$ cat config.mk
export PLATFORM = sky130hd
export DESIGN_NAME = sdo_gate
export DESIGN_NICKNAME = d
export VERILOG_FILES = /design/src/logic/sdo_qualify.v /design/src/logic/sdo_gate.v
export VERILOG_INCLUDE_DIRS = /design/src /design/src/logic
export SDC_FILE = /design/constraint.sdc
export NUM_CORES = 1
export LEC_CHECK = 0
export BUFFER_PORTS_ARGS = -buffer_cell sky130_fd_sc_hd__buf_2
export CORE_UTILIZATION = 40
export CTS_CLUSTER_DIAMETER = 80
export CTS_CLUSTER_SIZE = 14
export DETAILED_ROUTE_END_ITERATION = 16
export HOLD_SLACK_MARGIN = 0.08
export SETUP_SLACK_MARGIN = 0.2
export SYNTH_ARGS = -nofsm -noshare
export SYNTH_HDL_FRONTEND = slang
export SYNTH_SLANG_ARGS = --single-unit
$ cat constraint.sdc
create_clock -name I_CORE_CLK -period 3.1 [get_ports I_CORE_CLK]
set_clock_uncertainty 0.15 [all_clocks]
set_input_delay 0.62 -clock I_CORE_CLK [delete_from_list [all_inputs] [get_ports I_CORE_CLK]]
set_output_delay 0.62 -clock I_CORE_CLK [all_outputs]
set_load 0.005 [all_outputs]
$ cat src/logic/sdo_defs.vh
// constants for the symbol data output gating block
// assumes inclusion by both design files of this block
`ifndef SDO_DEFS_VH
`define SDO_DEFS_VH
// register byte offsets
`define SDO_REG_CFG        12'h000
`define SDO_REG_STATUS     12'h004
`define SDO_REG_COUNT      12'h008
// configuration field positions
`define SDO_CFG_COND_LSB   0
`define SDO_CFG_COND_MSB   2
`define SDO_CFG_TIMING_BIT 4
`define SDO_CFG_SYMID_BIT  5
`define SDO_CFG_MATCH_BIT  6
`define SDO_CFG_NOREAD_BIT 7
`define SDO_CFG_DBO_LSB    8
`define SDO_CFG_DBO_MSB    15
// condition codes
`define SDO_COND_OFF       3'h0
`define SDO_COND_MATCH     3'h1
`define SDO_COND_MISMATCH  3'h2
`define SDO_COND_ANY       3'h3
`define SDO_COND_ALL       3'h4
// timing codes
`define SDO_TIME_NOW       1'b0
`define SDO_TIME_END       1'b1
// reset values: any good read, immediate, id off, no-read on, one decode
`define SDO_CFG_RESET      32'h0000_0183
// identifier length in characters
`define SDO_SYMID_LEN      2'h3
`endif

$ cat src/logic/sdo_qualify.v
// per-symbol qualification counter
// assumes decode pulses come from the core clock domain
`timescale 1ns/1ps
`include "sdo_defs.vh"
module sdo_qualify
#(
  parameter CW = 8                      // decode count width
)
(
  input  wire          i_clk,           // core clock
  input  wire          i_rst_b,         // async reset, low
  input  wire          i_clear,         // new symbol or new cycle
  input  wire          i_decode,        // one successful decode
  input  wire [CW-1:0] i_need,          // decodes before output
  output reg           o_qualified      // one-cycle qualify pulse
);
  reg [CW-1:0] count;                   // decodes seen so far
  reg          done;                    // already qualified once
  wire [CW-1:0] need_eff = (i_need == {CW{1'b0}}) ? {{(CW-1){1'b0}}, 1'b1} : i_need;
  wire [CW-1:0] next_count = count + {{(CW-1){1'b0}}, 1'b1};

  // count decodes, pulse once when enough are seen
  always @(posedge i_clk or negedge i_rst_b)
  begin
    if (!i_rst_b)
    begin
      count       <= {CW{1'b0}};
      done        <= 1'b0;
      o_qualified <= 1'b0;
    end
    else if (i_clear)
    begin
      count       <= {CW{1'b0}};
      done        <= 1'b0;
      o_qualified <= 1'b0;
    end
    else
    begin
      o_qualified <= 1'b0;
      if (i_decode && !done)
      begin
        count <= next_count;
        if (next_count >= need_eff)
        begin
          done        <= 1'b1;
          o_qualified <= 1'b1;
        end
      end
    end
  end
endmodule

$ cat src/logic/sdo_gate.v
// symbol data output gating with apb configuration
// assumes cycle and symbol events are synchronous one-cycle pulses
`timescale 1ns/1ps
`include "sdo_defs.vh"
module sdo_gate
#(
  parameter CW = 8                      // decodes-before-output width
)
(
  input  wire        I_CORE_CLK,        // core clock, 10 mhz
  input  wire        I_RST_B,           // async reset, low
  input  wire        I_PSEL,            // apb select
  input  wire        I_PENABLE,         // apb access phase
  input  wire        I_PWRITE,          // apb direction
  input  wire [11:0] I_PADDR,           // apb byte address
  input  wire [31:0] I_PWDATA,          // apb write data
  output wire        O_PREADY,          // apb ready
  output reg  [31:0] O_PRDATA,          // apb read data
  output wire        O_PSLVERR,         // apb error
  input  wire        I_CYCLE_START,     // read cycle begins
  input  wire        I_CYCLE_END,       // read cycle ends
  input  wire        I_END_TIMEOUT,     // end cause: timeout
  input  wire        I_END_TRIGGER,     // end cause: new trigger
  input  wire        I_SYM_START,       // new symbol slot begins
  input  wire        I_SYM_DECODE,      // one successful decode
  input  wire        I_SYM_MATCH,       // decode equals master
  input  wire        I_MASTER_VALID,    // master symbol stored
  output reg         O_SEND_SYM,        // pulse: send symbol data
  output reg         O_SEND_NOREAD,     // pulse: send no-read message
  output reg         O_SEND_SYMID,      // with send: add identifier
  output reg  [1:0]  O_SYMID_LEN,       // identifier characters
  output reg  [7:0]  O_SEND_COUNT,      // symbols released by pulse
  output reg         O_SEND_CAUSE       // 1 end of cycle, 0 immediate
);
  // idle and active read cycle states, one-hot
  localparam ST_IDLE = 2'b01;
  localparam ST_RUN  = 2'b10;

  reg [31:0] cfg;                       // configuration register
  reg [1:0]  state;                     // cycle state
  reg [7:0]  held;                      // symbols pending end of cycle
  reg [7:0]  held_match;                // pending symbols that matched
  reg [7:0]  slots;                     // symbol slots in this cycle
  reg [7:0]  quals;                     // qualified symbols this cycle
  reg        slot_match;                // current slot matched
  reg [15:0] sent_total;                // count register: total sends
  reg        last_noread;               // status: last was no-read
  wire       qual;                      // qualify pulse

  wire [2:0]    cond   = cfg[`SDO_CFG_COND_MSB:`SDO_CFG_COND_LSB];
  wire          timing = cfg[`SDO_CFG_TIMING_BIT];
  wire          symid  = cfg[`SDO_CFG_SYMID_BIT];
  wire          nr_en  = cfg[`SDO_CFG_NOREAD_BIT];
  wire [CW-1:0] need   = cfg[`SDO_CFG_DBO_MSB:`SDO_CFG_DBO_LSB];
  // master filtering only when comparison enabled and master loaded
  wire          cmp_on = cfg[`SDO_CFG_MATCH_BIT] && I_MASTER_VALID;

  // apb: zero-wait slave, unmapped reads zero and error
  wire apb_acc = I_PSEL && I_PENABLE;
  wire mapped  = (I_PADDR == `SDO_REG_CFG) || (I_PADDR == `SDO_REG_STATUS) ||
                 (I_PADDR == `SDO_REG_COUNT);
  assign O_PREADY  = 1'b1;
  assign O_PSLVERR = apb_acc && !mapped;

  // decide whether a qualified symbol passes the condition filter
  function pass_sym;
    input [2:0] c;
    input       cmp;
    input       m;
    begin
      if (c == `SDO_COND_MATCH)
        pass_sym = cmp ? m : 1'b1;
      else if (c == `SDO_COND_MISMATCH)
        pass_sym = cmp ? !m : 1'b1;
      else if (c == `SDO_COND_ANY || c == `SDO_COND_ALL)
        pass_sym = 1'b1;
      else
        pass_sym = 1'b0;
    end
  endfunction

  // per-symbol decode qualification
  sdo_qualify #(.CW(CW)) u_qual
  (
    .i_clk       (I_CORE_CLK),
    .i_rst_b     (I_RST_B),
    .i_clear     (I_SYM_START | I_CYCLE_START),
    .i_decode    (I_SYM_DECODE & state[1]),
    .i_need      (need),
    .o_qualified (qual)
  );

  // slot_match already holds the decode-time match level at qualify time
  wire pass_now = pass_sym(cond, cmp_on, slot_match);
  // no-read only allowed in match, mismatch, good-read and all-good modes
  wire nr_cond  = (cond == `SDO_COND_MATCH) || (cond == `SDO_COND_MISMATCH) ||
                  (cond == `SDO_COND_ANY) || (cond == `SDO_COND_ALL);
  wire cyc_end  = state[1] && (I_CYCLE_END || I_END_TIMEOUT || I_END_TRIGGER);
  wire all_ok   = (quals == slots) && (quals != 8'h00);
  wire [7:0] pend_pass = (cond == `SDO_COND_MATCH)    ? (cmp_on ? held_match : held) :
                         (cond == `SDO_COND_MISMATCH) ? (cmp_on ? held - held_match : held) :
                         held;

  // configuration register write, reset defaults
  always @(posedge I_CORE_CLK or negedge I_RST_B)
  begin
    if (!I_RST_B)
      cfg <= `SDO_CFG_RESET;
    else if (apb_acc && I_PWRITE && I_PADDR == `SDO_REG_CFG)
      cfg <= {16'h0000, I_PWDATA[15:0] & 16'hfff7}; // bit 3 reserved, compare bit 6 kept
  end

  // apb read data
  always @(posedge I_CORE_CLK or negedge I_RST_B)
  begin
    if (!I_RST_B)
      O_PRDATA <= 32'h0000_0000;
    else if (I_PSEL && !I_PENABLE && !I_PWRITE)
    begin
      if (I_PADDR == `SDO_REG_CFG)
        O_PRDATA <= cfg;
      else if (I_PADDR == `SDO_REG_STATUS)
        O_PRDATA <= {14'h0000, last_noread, state[1], slots, quals};
      else if (I_PADDR == `SDO_REG_COUNT)
        O_PRDATA <= {16'h0000, sent_total};
      else
        O_PRDATA <= 32'h0000_0000;      // unmapped reads zero
    end
  end

  // read cycle tracking and output decisions
  always @(posedge I_CORE_CLK or negedge I_RST_B)
  begin
    if (!I_RST_B)
    begin
      state         <= ST_IDLE;
      held          <= 8'h00;
      held_match    <= 8'h00;
      slots         <= 8'h00;
      quals         <= 8'h00;
      slot_match    <= 1'b0;
      sent_total    <= 16'h0000;
      last_noread   <= 1'b0;
      O_SEND_SYM    <= 1'b0;
      O_SEND_NOREAD <= 1'b0;
      O_SEND_SYMID  <= 1'b0;
      O_SYMID_LEN   <= 2'h0;
      O_SEND_COUNT  <= 8'h00;
      O_SEND_CAUSE  <= 1'b0;
    end
    else
    begin
      O_SEND_SYM    <= 1'b0;
      O_SEND_NOREAD <= 1'b0;
      // set wins over the slot clear so a first-cycle match is not lost
      if (I_SYM_DECODE && I_SYM_MATCH)
        slot_match <= 1'b1;
      else if (I_SYM_START)
        slot_match <= 1'b0;
      case (state)
        ST_IDLE:
        begin
          if (I_CYCLE_START)
          begin
            state      <= ST_RUN;
            held       <= 8'h00;
            held_match <= 8'h00;
            slots      <= 8'h00;
            quals      <= 8'h00;
          end
        end
        ST_RUN:
        begin
          if (I_SYM_START)
            slots <= slots + 8'h01;
          if (qual)
          begin
            quals <= quals + 8'h01;
            if (timing == `SDO_TIME_NOW && cond != `SDO_COND_ALL && pass_now)
            begin
              O_SEND_SYM   <= 1'b1;
              O_SEND_COUNT <= 8'h01;
              O_SEND_CAUSE <= 1'b0;
              O_SEND_SYMID <= symid;
              O_SYMID_LEN  <= symid ? `SDO_SYMID_LEN : 2'h0;
              sent_total   <= sent_total + 16'h0001;
              last_noread  <= 1'b0;
            end
            else
            begin
              held <= held + 8'h01;
              if (slot_match)
                held_match <= held_match + 8'h01;
            end
          end
          if (cyc_end)
          begin
            state <= ST_IDLE;
            if (quals == 8'h00 && !qual)
            begin
              if (nr_en && nr_cond)
              begin
                O_SEND_NOREAD <= 1'b1;
                O_SEND_CAUSE  <= 1'b1;
                O_SEND_SYMID  <= 1'b0;
                O_SYMID_LEN   <= 2'h0;
                O_SEND_COUNT  <= 8'h00;
                sent_total    <= sent_total + 16'h0001;
                last_noread   <= 1'b1;
              end
            end
            else if (cond != `SDO_COND_OFF && pend_pass != 8'h00 &&
                     (cond != `SDO_COND_ALL || all_ok))
            begin
              O_SEND_SYM   <= 1'b1;
              O_SEND_COUNT <= pend_pass;
              O_SEND_CAUSE <= 1'b1;
              O_SEND_SYMID <= symid;
              O_SYMID_LEN  <= symid ? `SDO_SYMID_LEN : 2'h0;
              sent_total   <= sent_total + 16'h0001;
              last_noread  <= 1'b0;
            end
          end
        end
        default:
          state <= ST_IDLE;
      endcase
    end
  end
endmodule

==> impl_metrics.env <==
export IMPL_antenna_found_initial=0
export IMPL_die_h_um=135
export IMPL_final_layout_size_suffix_gt1_frac=0.289
export IMPL_hp_class="input pin to asynchronous set/reset pin"
export IMPL_total_power_mw=3.05
export IMPL_seq_area_frac_synth=0.385
export IMPL_h_tree_depth=3
export IMPL_die_area_sq_mm=0.0183
export IMPL_core_area_sq_mm=0.0173
export IMPL_slew_violations=0
export IMPL_fillers=1586
export IMPL_grt_pass1_vias=6205
export IMPL_grt_use_total=0.226
export IMPL_viasPerCell=5.52
export IMPL_rsz0062_at_grt="yes"
export IMPL_yosysUniqueCellTypes=85
export IMPL_maxCapViolCount=0
export IMPL_required_ns=3.20
export IMPL_die_width_um=135
export IMPL_start_util=0.411
export IMPL_dp_slack_ns=-0.00585
export IMPL_clkLatencyLatePin_ns=0.36
export IMPL_synth_edff_count=0
export IMPL_num_vias=6479
export IMPL_worstPathCellList="ha_4, fa_2, o31ai_1, a221o_1, nor2_1, and4_4, and4_4, nor3_4, a21oi_2, mux2_4"
export IMPL_setup_viol=0
export IMPL_syn_inst=817
export IMPL_fin_crit_ns=3.05
export IMPL_finalCritPeriodShare=0.985
export IMPL_place_congestion=0.843
export IMPL_crit_path_start_kind="flop"
export IMPL_drc_errors=0
export IMPL_yosys_warnings=0
export IMPL_placed_area_sq_mm=0.00817
export IMPL_r2r_end="sent_total[1]"
export IMPL_grt_pass1_wl_um=32400
export IMPL_numCtsBuffers=9
export IMPL_status="complete, no violations"
export IMPL_grt_start_max_net_pins=49
export IMPL_power_density_mw_per_mm2=340
export IMPL_async_reset_ff_frac=1.00
export IMPL_worst_path_max_delay_cell="fa_2"
export IMPL_wl_per_cell_um=17.0
export IMPL_syn_area_per_cell_sq_um=8.70
export IMPL_route_final_wire_length_um=19900
export IMPL_max_freq_ghz=0.328
export IMPL_utilization=0.519
export IMPL_worstMarginPinSlew_ns=0.771
export IMPL_placed_cells=1143
export IMPL_n_antenna_cell=0
export IMPL_timing_hold_ws_ns=0.141
export IMPL_instances_no_fill=1173
export IMPL_hpwl_um=14400
export IMPL_cts_sinks=109
export IMPL_cts_buffer_depth=2
export IMPL_critPathMaxFanout=4
export IMPL_rrSetupSlack_ns=0.05
export IMPL_numPortBuffers=72
export IMPL_root_buffer="clkbuf_16"
export IMPL_cp_common_cell="and4_4"
export IMPL_syn_cell_area_sq_mm=0.00711
export IMPL_setup_slack_ns=0.0480
export IMPL_p_leak_nw=4.15
export IMPL_final_setup_tns_ns=0
export IMPL_drt_iter0_markers=530
export IMPL_slew_headroom=0.484
export IMPL_ys_ff_latch=109
export IMPL_io_pins=105
export IMPL_area_delta_synth_final_pct=26.3
export IMPL_dr_pass1_iters=5
export IMPL_cts_tree="done"
export IMPL_grt_overflow=0
export IMPL_synthFlopType="dfrtp_1"
export IMPL_crit_arrival_ns=3.15
export IMPL_path_clk_slew_ns=0.08
export IMPL_final_area_sq_mm=0.00898
export IMPL_rr_startpoint="held_match[0]"
export IMPL_vdd_drop_max_mv=0.236
export IMPL_hold_viol=0
export IMPL_rr_worst_depth=10
export IMPL_crit_path_max_incr_delay_ns=0.51
export IMPL_finalNetCount=1023
export IMPL_cp_end_kind="flop"
export IMPL_critPathKind="flop to flop"
export IMPL_ant_nets=0
export IMPL_rows=48
-- cell usage after synthesis, drive strengths merged (6+ instances only) --
master	instances	area [sq um]
a211oi	6	50.1
a21o	9	67.6
a21oi	49	253
and3	11	68.8
buf	28	184
clkbuf	31	116
dfrtp	104	2600
ha	22	275
inv	29	109
mux2	10	113
mux2i	18	180
nand2	86	333
nand3	36	190
nand4	14	93.8
nor2	82	313
nor2b	10	62.6
nor3	25	135
nor4	9	62.6
o211ai	6	45.0
o21ai	48	240
o31ai	20	150
or2	9	56.3
or3	12	75.1
or4	7	52.6
xnor2	18	158
xor2	28	245
-- cell usage in the layout, fill, tap and decap left out, drive strengths merged, types with 5 or more instances in the layout --
cell type    n
a211oi       6
a21o         9
a21oi       49
a311oi       5
a31oi        5
and2         5
and3        11
buf        160
clkbuf       9
conb        15
dfrtp      104
dfstp        5
ha          22
inv         33
mux2        10
mux2i       18
nand2       86
nand2b       5
nand3       37
nand4       14
nor2        82
nor2b       10
nor3        25
nor4         9
o211ai       6
o21ai       48
o31ai       20
or2          9
or3         12
or4          7
xnor2       18
xor2        28
-- sequential cells by signal (all words and copies together), names as in the netlist, 2 cells and up --
register	flops
state	2
O_SEND_COUNT	8
slots	8
sent_total	16
O_SYMID_LEN	2
cfg	15
held	8
u_qual.count	8
O_PRDATA	18
held_match	8
quals	8
-- how the worst max path moves through the flow --
stage | from | endpoint | slack, ns | depth (start not counted)
floorplan | held_match[0] | sent_total[1] | 0.18 | 10
CTS | held_match[0] | sent_total[6] | 0.01 | 11
finish | held_match[0] | sent_total[1] | 0.05 | 10
global route | held_match[0] | sent_total[6] | -0.03 | 11
detailed placement | I_MASTER_VALID | O_SEND_COUNT[1] | -0.006 | 12
global placement | I_MASTER_VALID | O_SEND_COUNT[1] | -0.04 | 12
-- where the power goes --
group	total (mW)	internal (mW)	switching (mW)
sequential	1.52	1.46	0.0567
combinational	0.372	0.152	0.220
clock	1.16	0.567	0.597
-- area by class of cell --
| cell class | count | area [sq um] | area share |
|---|---|---|---|
| clock buffer | 9 | 225 | 0.0251 |
| timing repair buffer | 160 | 1120 | 0.125 |
| clock inverter | 7 | 63.8 | 0.00711 |
| inverter | 29 | 109 | 0.0121 |
| sequential | 109 | 2740 | 0.305 |
| tap | 225 | 282 | 0.0314 |
| multi-input combinational | 634 | 4440 | 0.495 |
-- cells by family after synthesis --
family | synth area share
AND/OR/NAND/NOR | 0.232
adder cells (fa/ha/maj) | 0.0415
multiplexers | 0.0412
AO/OA/AOI/OAI | 0.185
flip-flops | 0.385
buffers and inverters | 0.0576
XOR/XNOR | 0.0567
other | 0.00106
-- worst max-delay path: cells and delay by family (launching register included) --
family / cells / cell delay, ns
compound gates: 3 / 0.62
fa+ha+maj: 2 / 0.68
flops: 1 / 0.43
mux: 1 / 0.32
simple gates: 4 / 0.74
-- layer usage --
metal  GRT usage  routed length [um]  vias up
li1            -                   -     3160
met1       0.317                9450     3122
met2       0.356                9320      164
met3      0.0266                 712       33
met4      0.0830                 433        0
met5           0                   0        -
-- repair_timing --
action,CTS,global route
gates cloned,1,0
gates resized for setup,33,57
setup buffers,8,5
hold endpoints to repair,0,0
hold buffers,0,0
endpoints found under the setup margin,25,31
pin swaps,21,27
(Power assumes the default switching activity.)
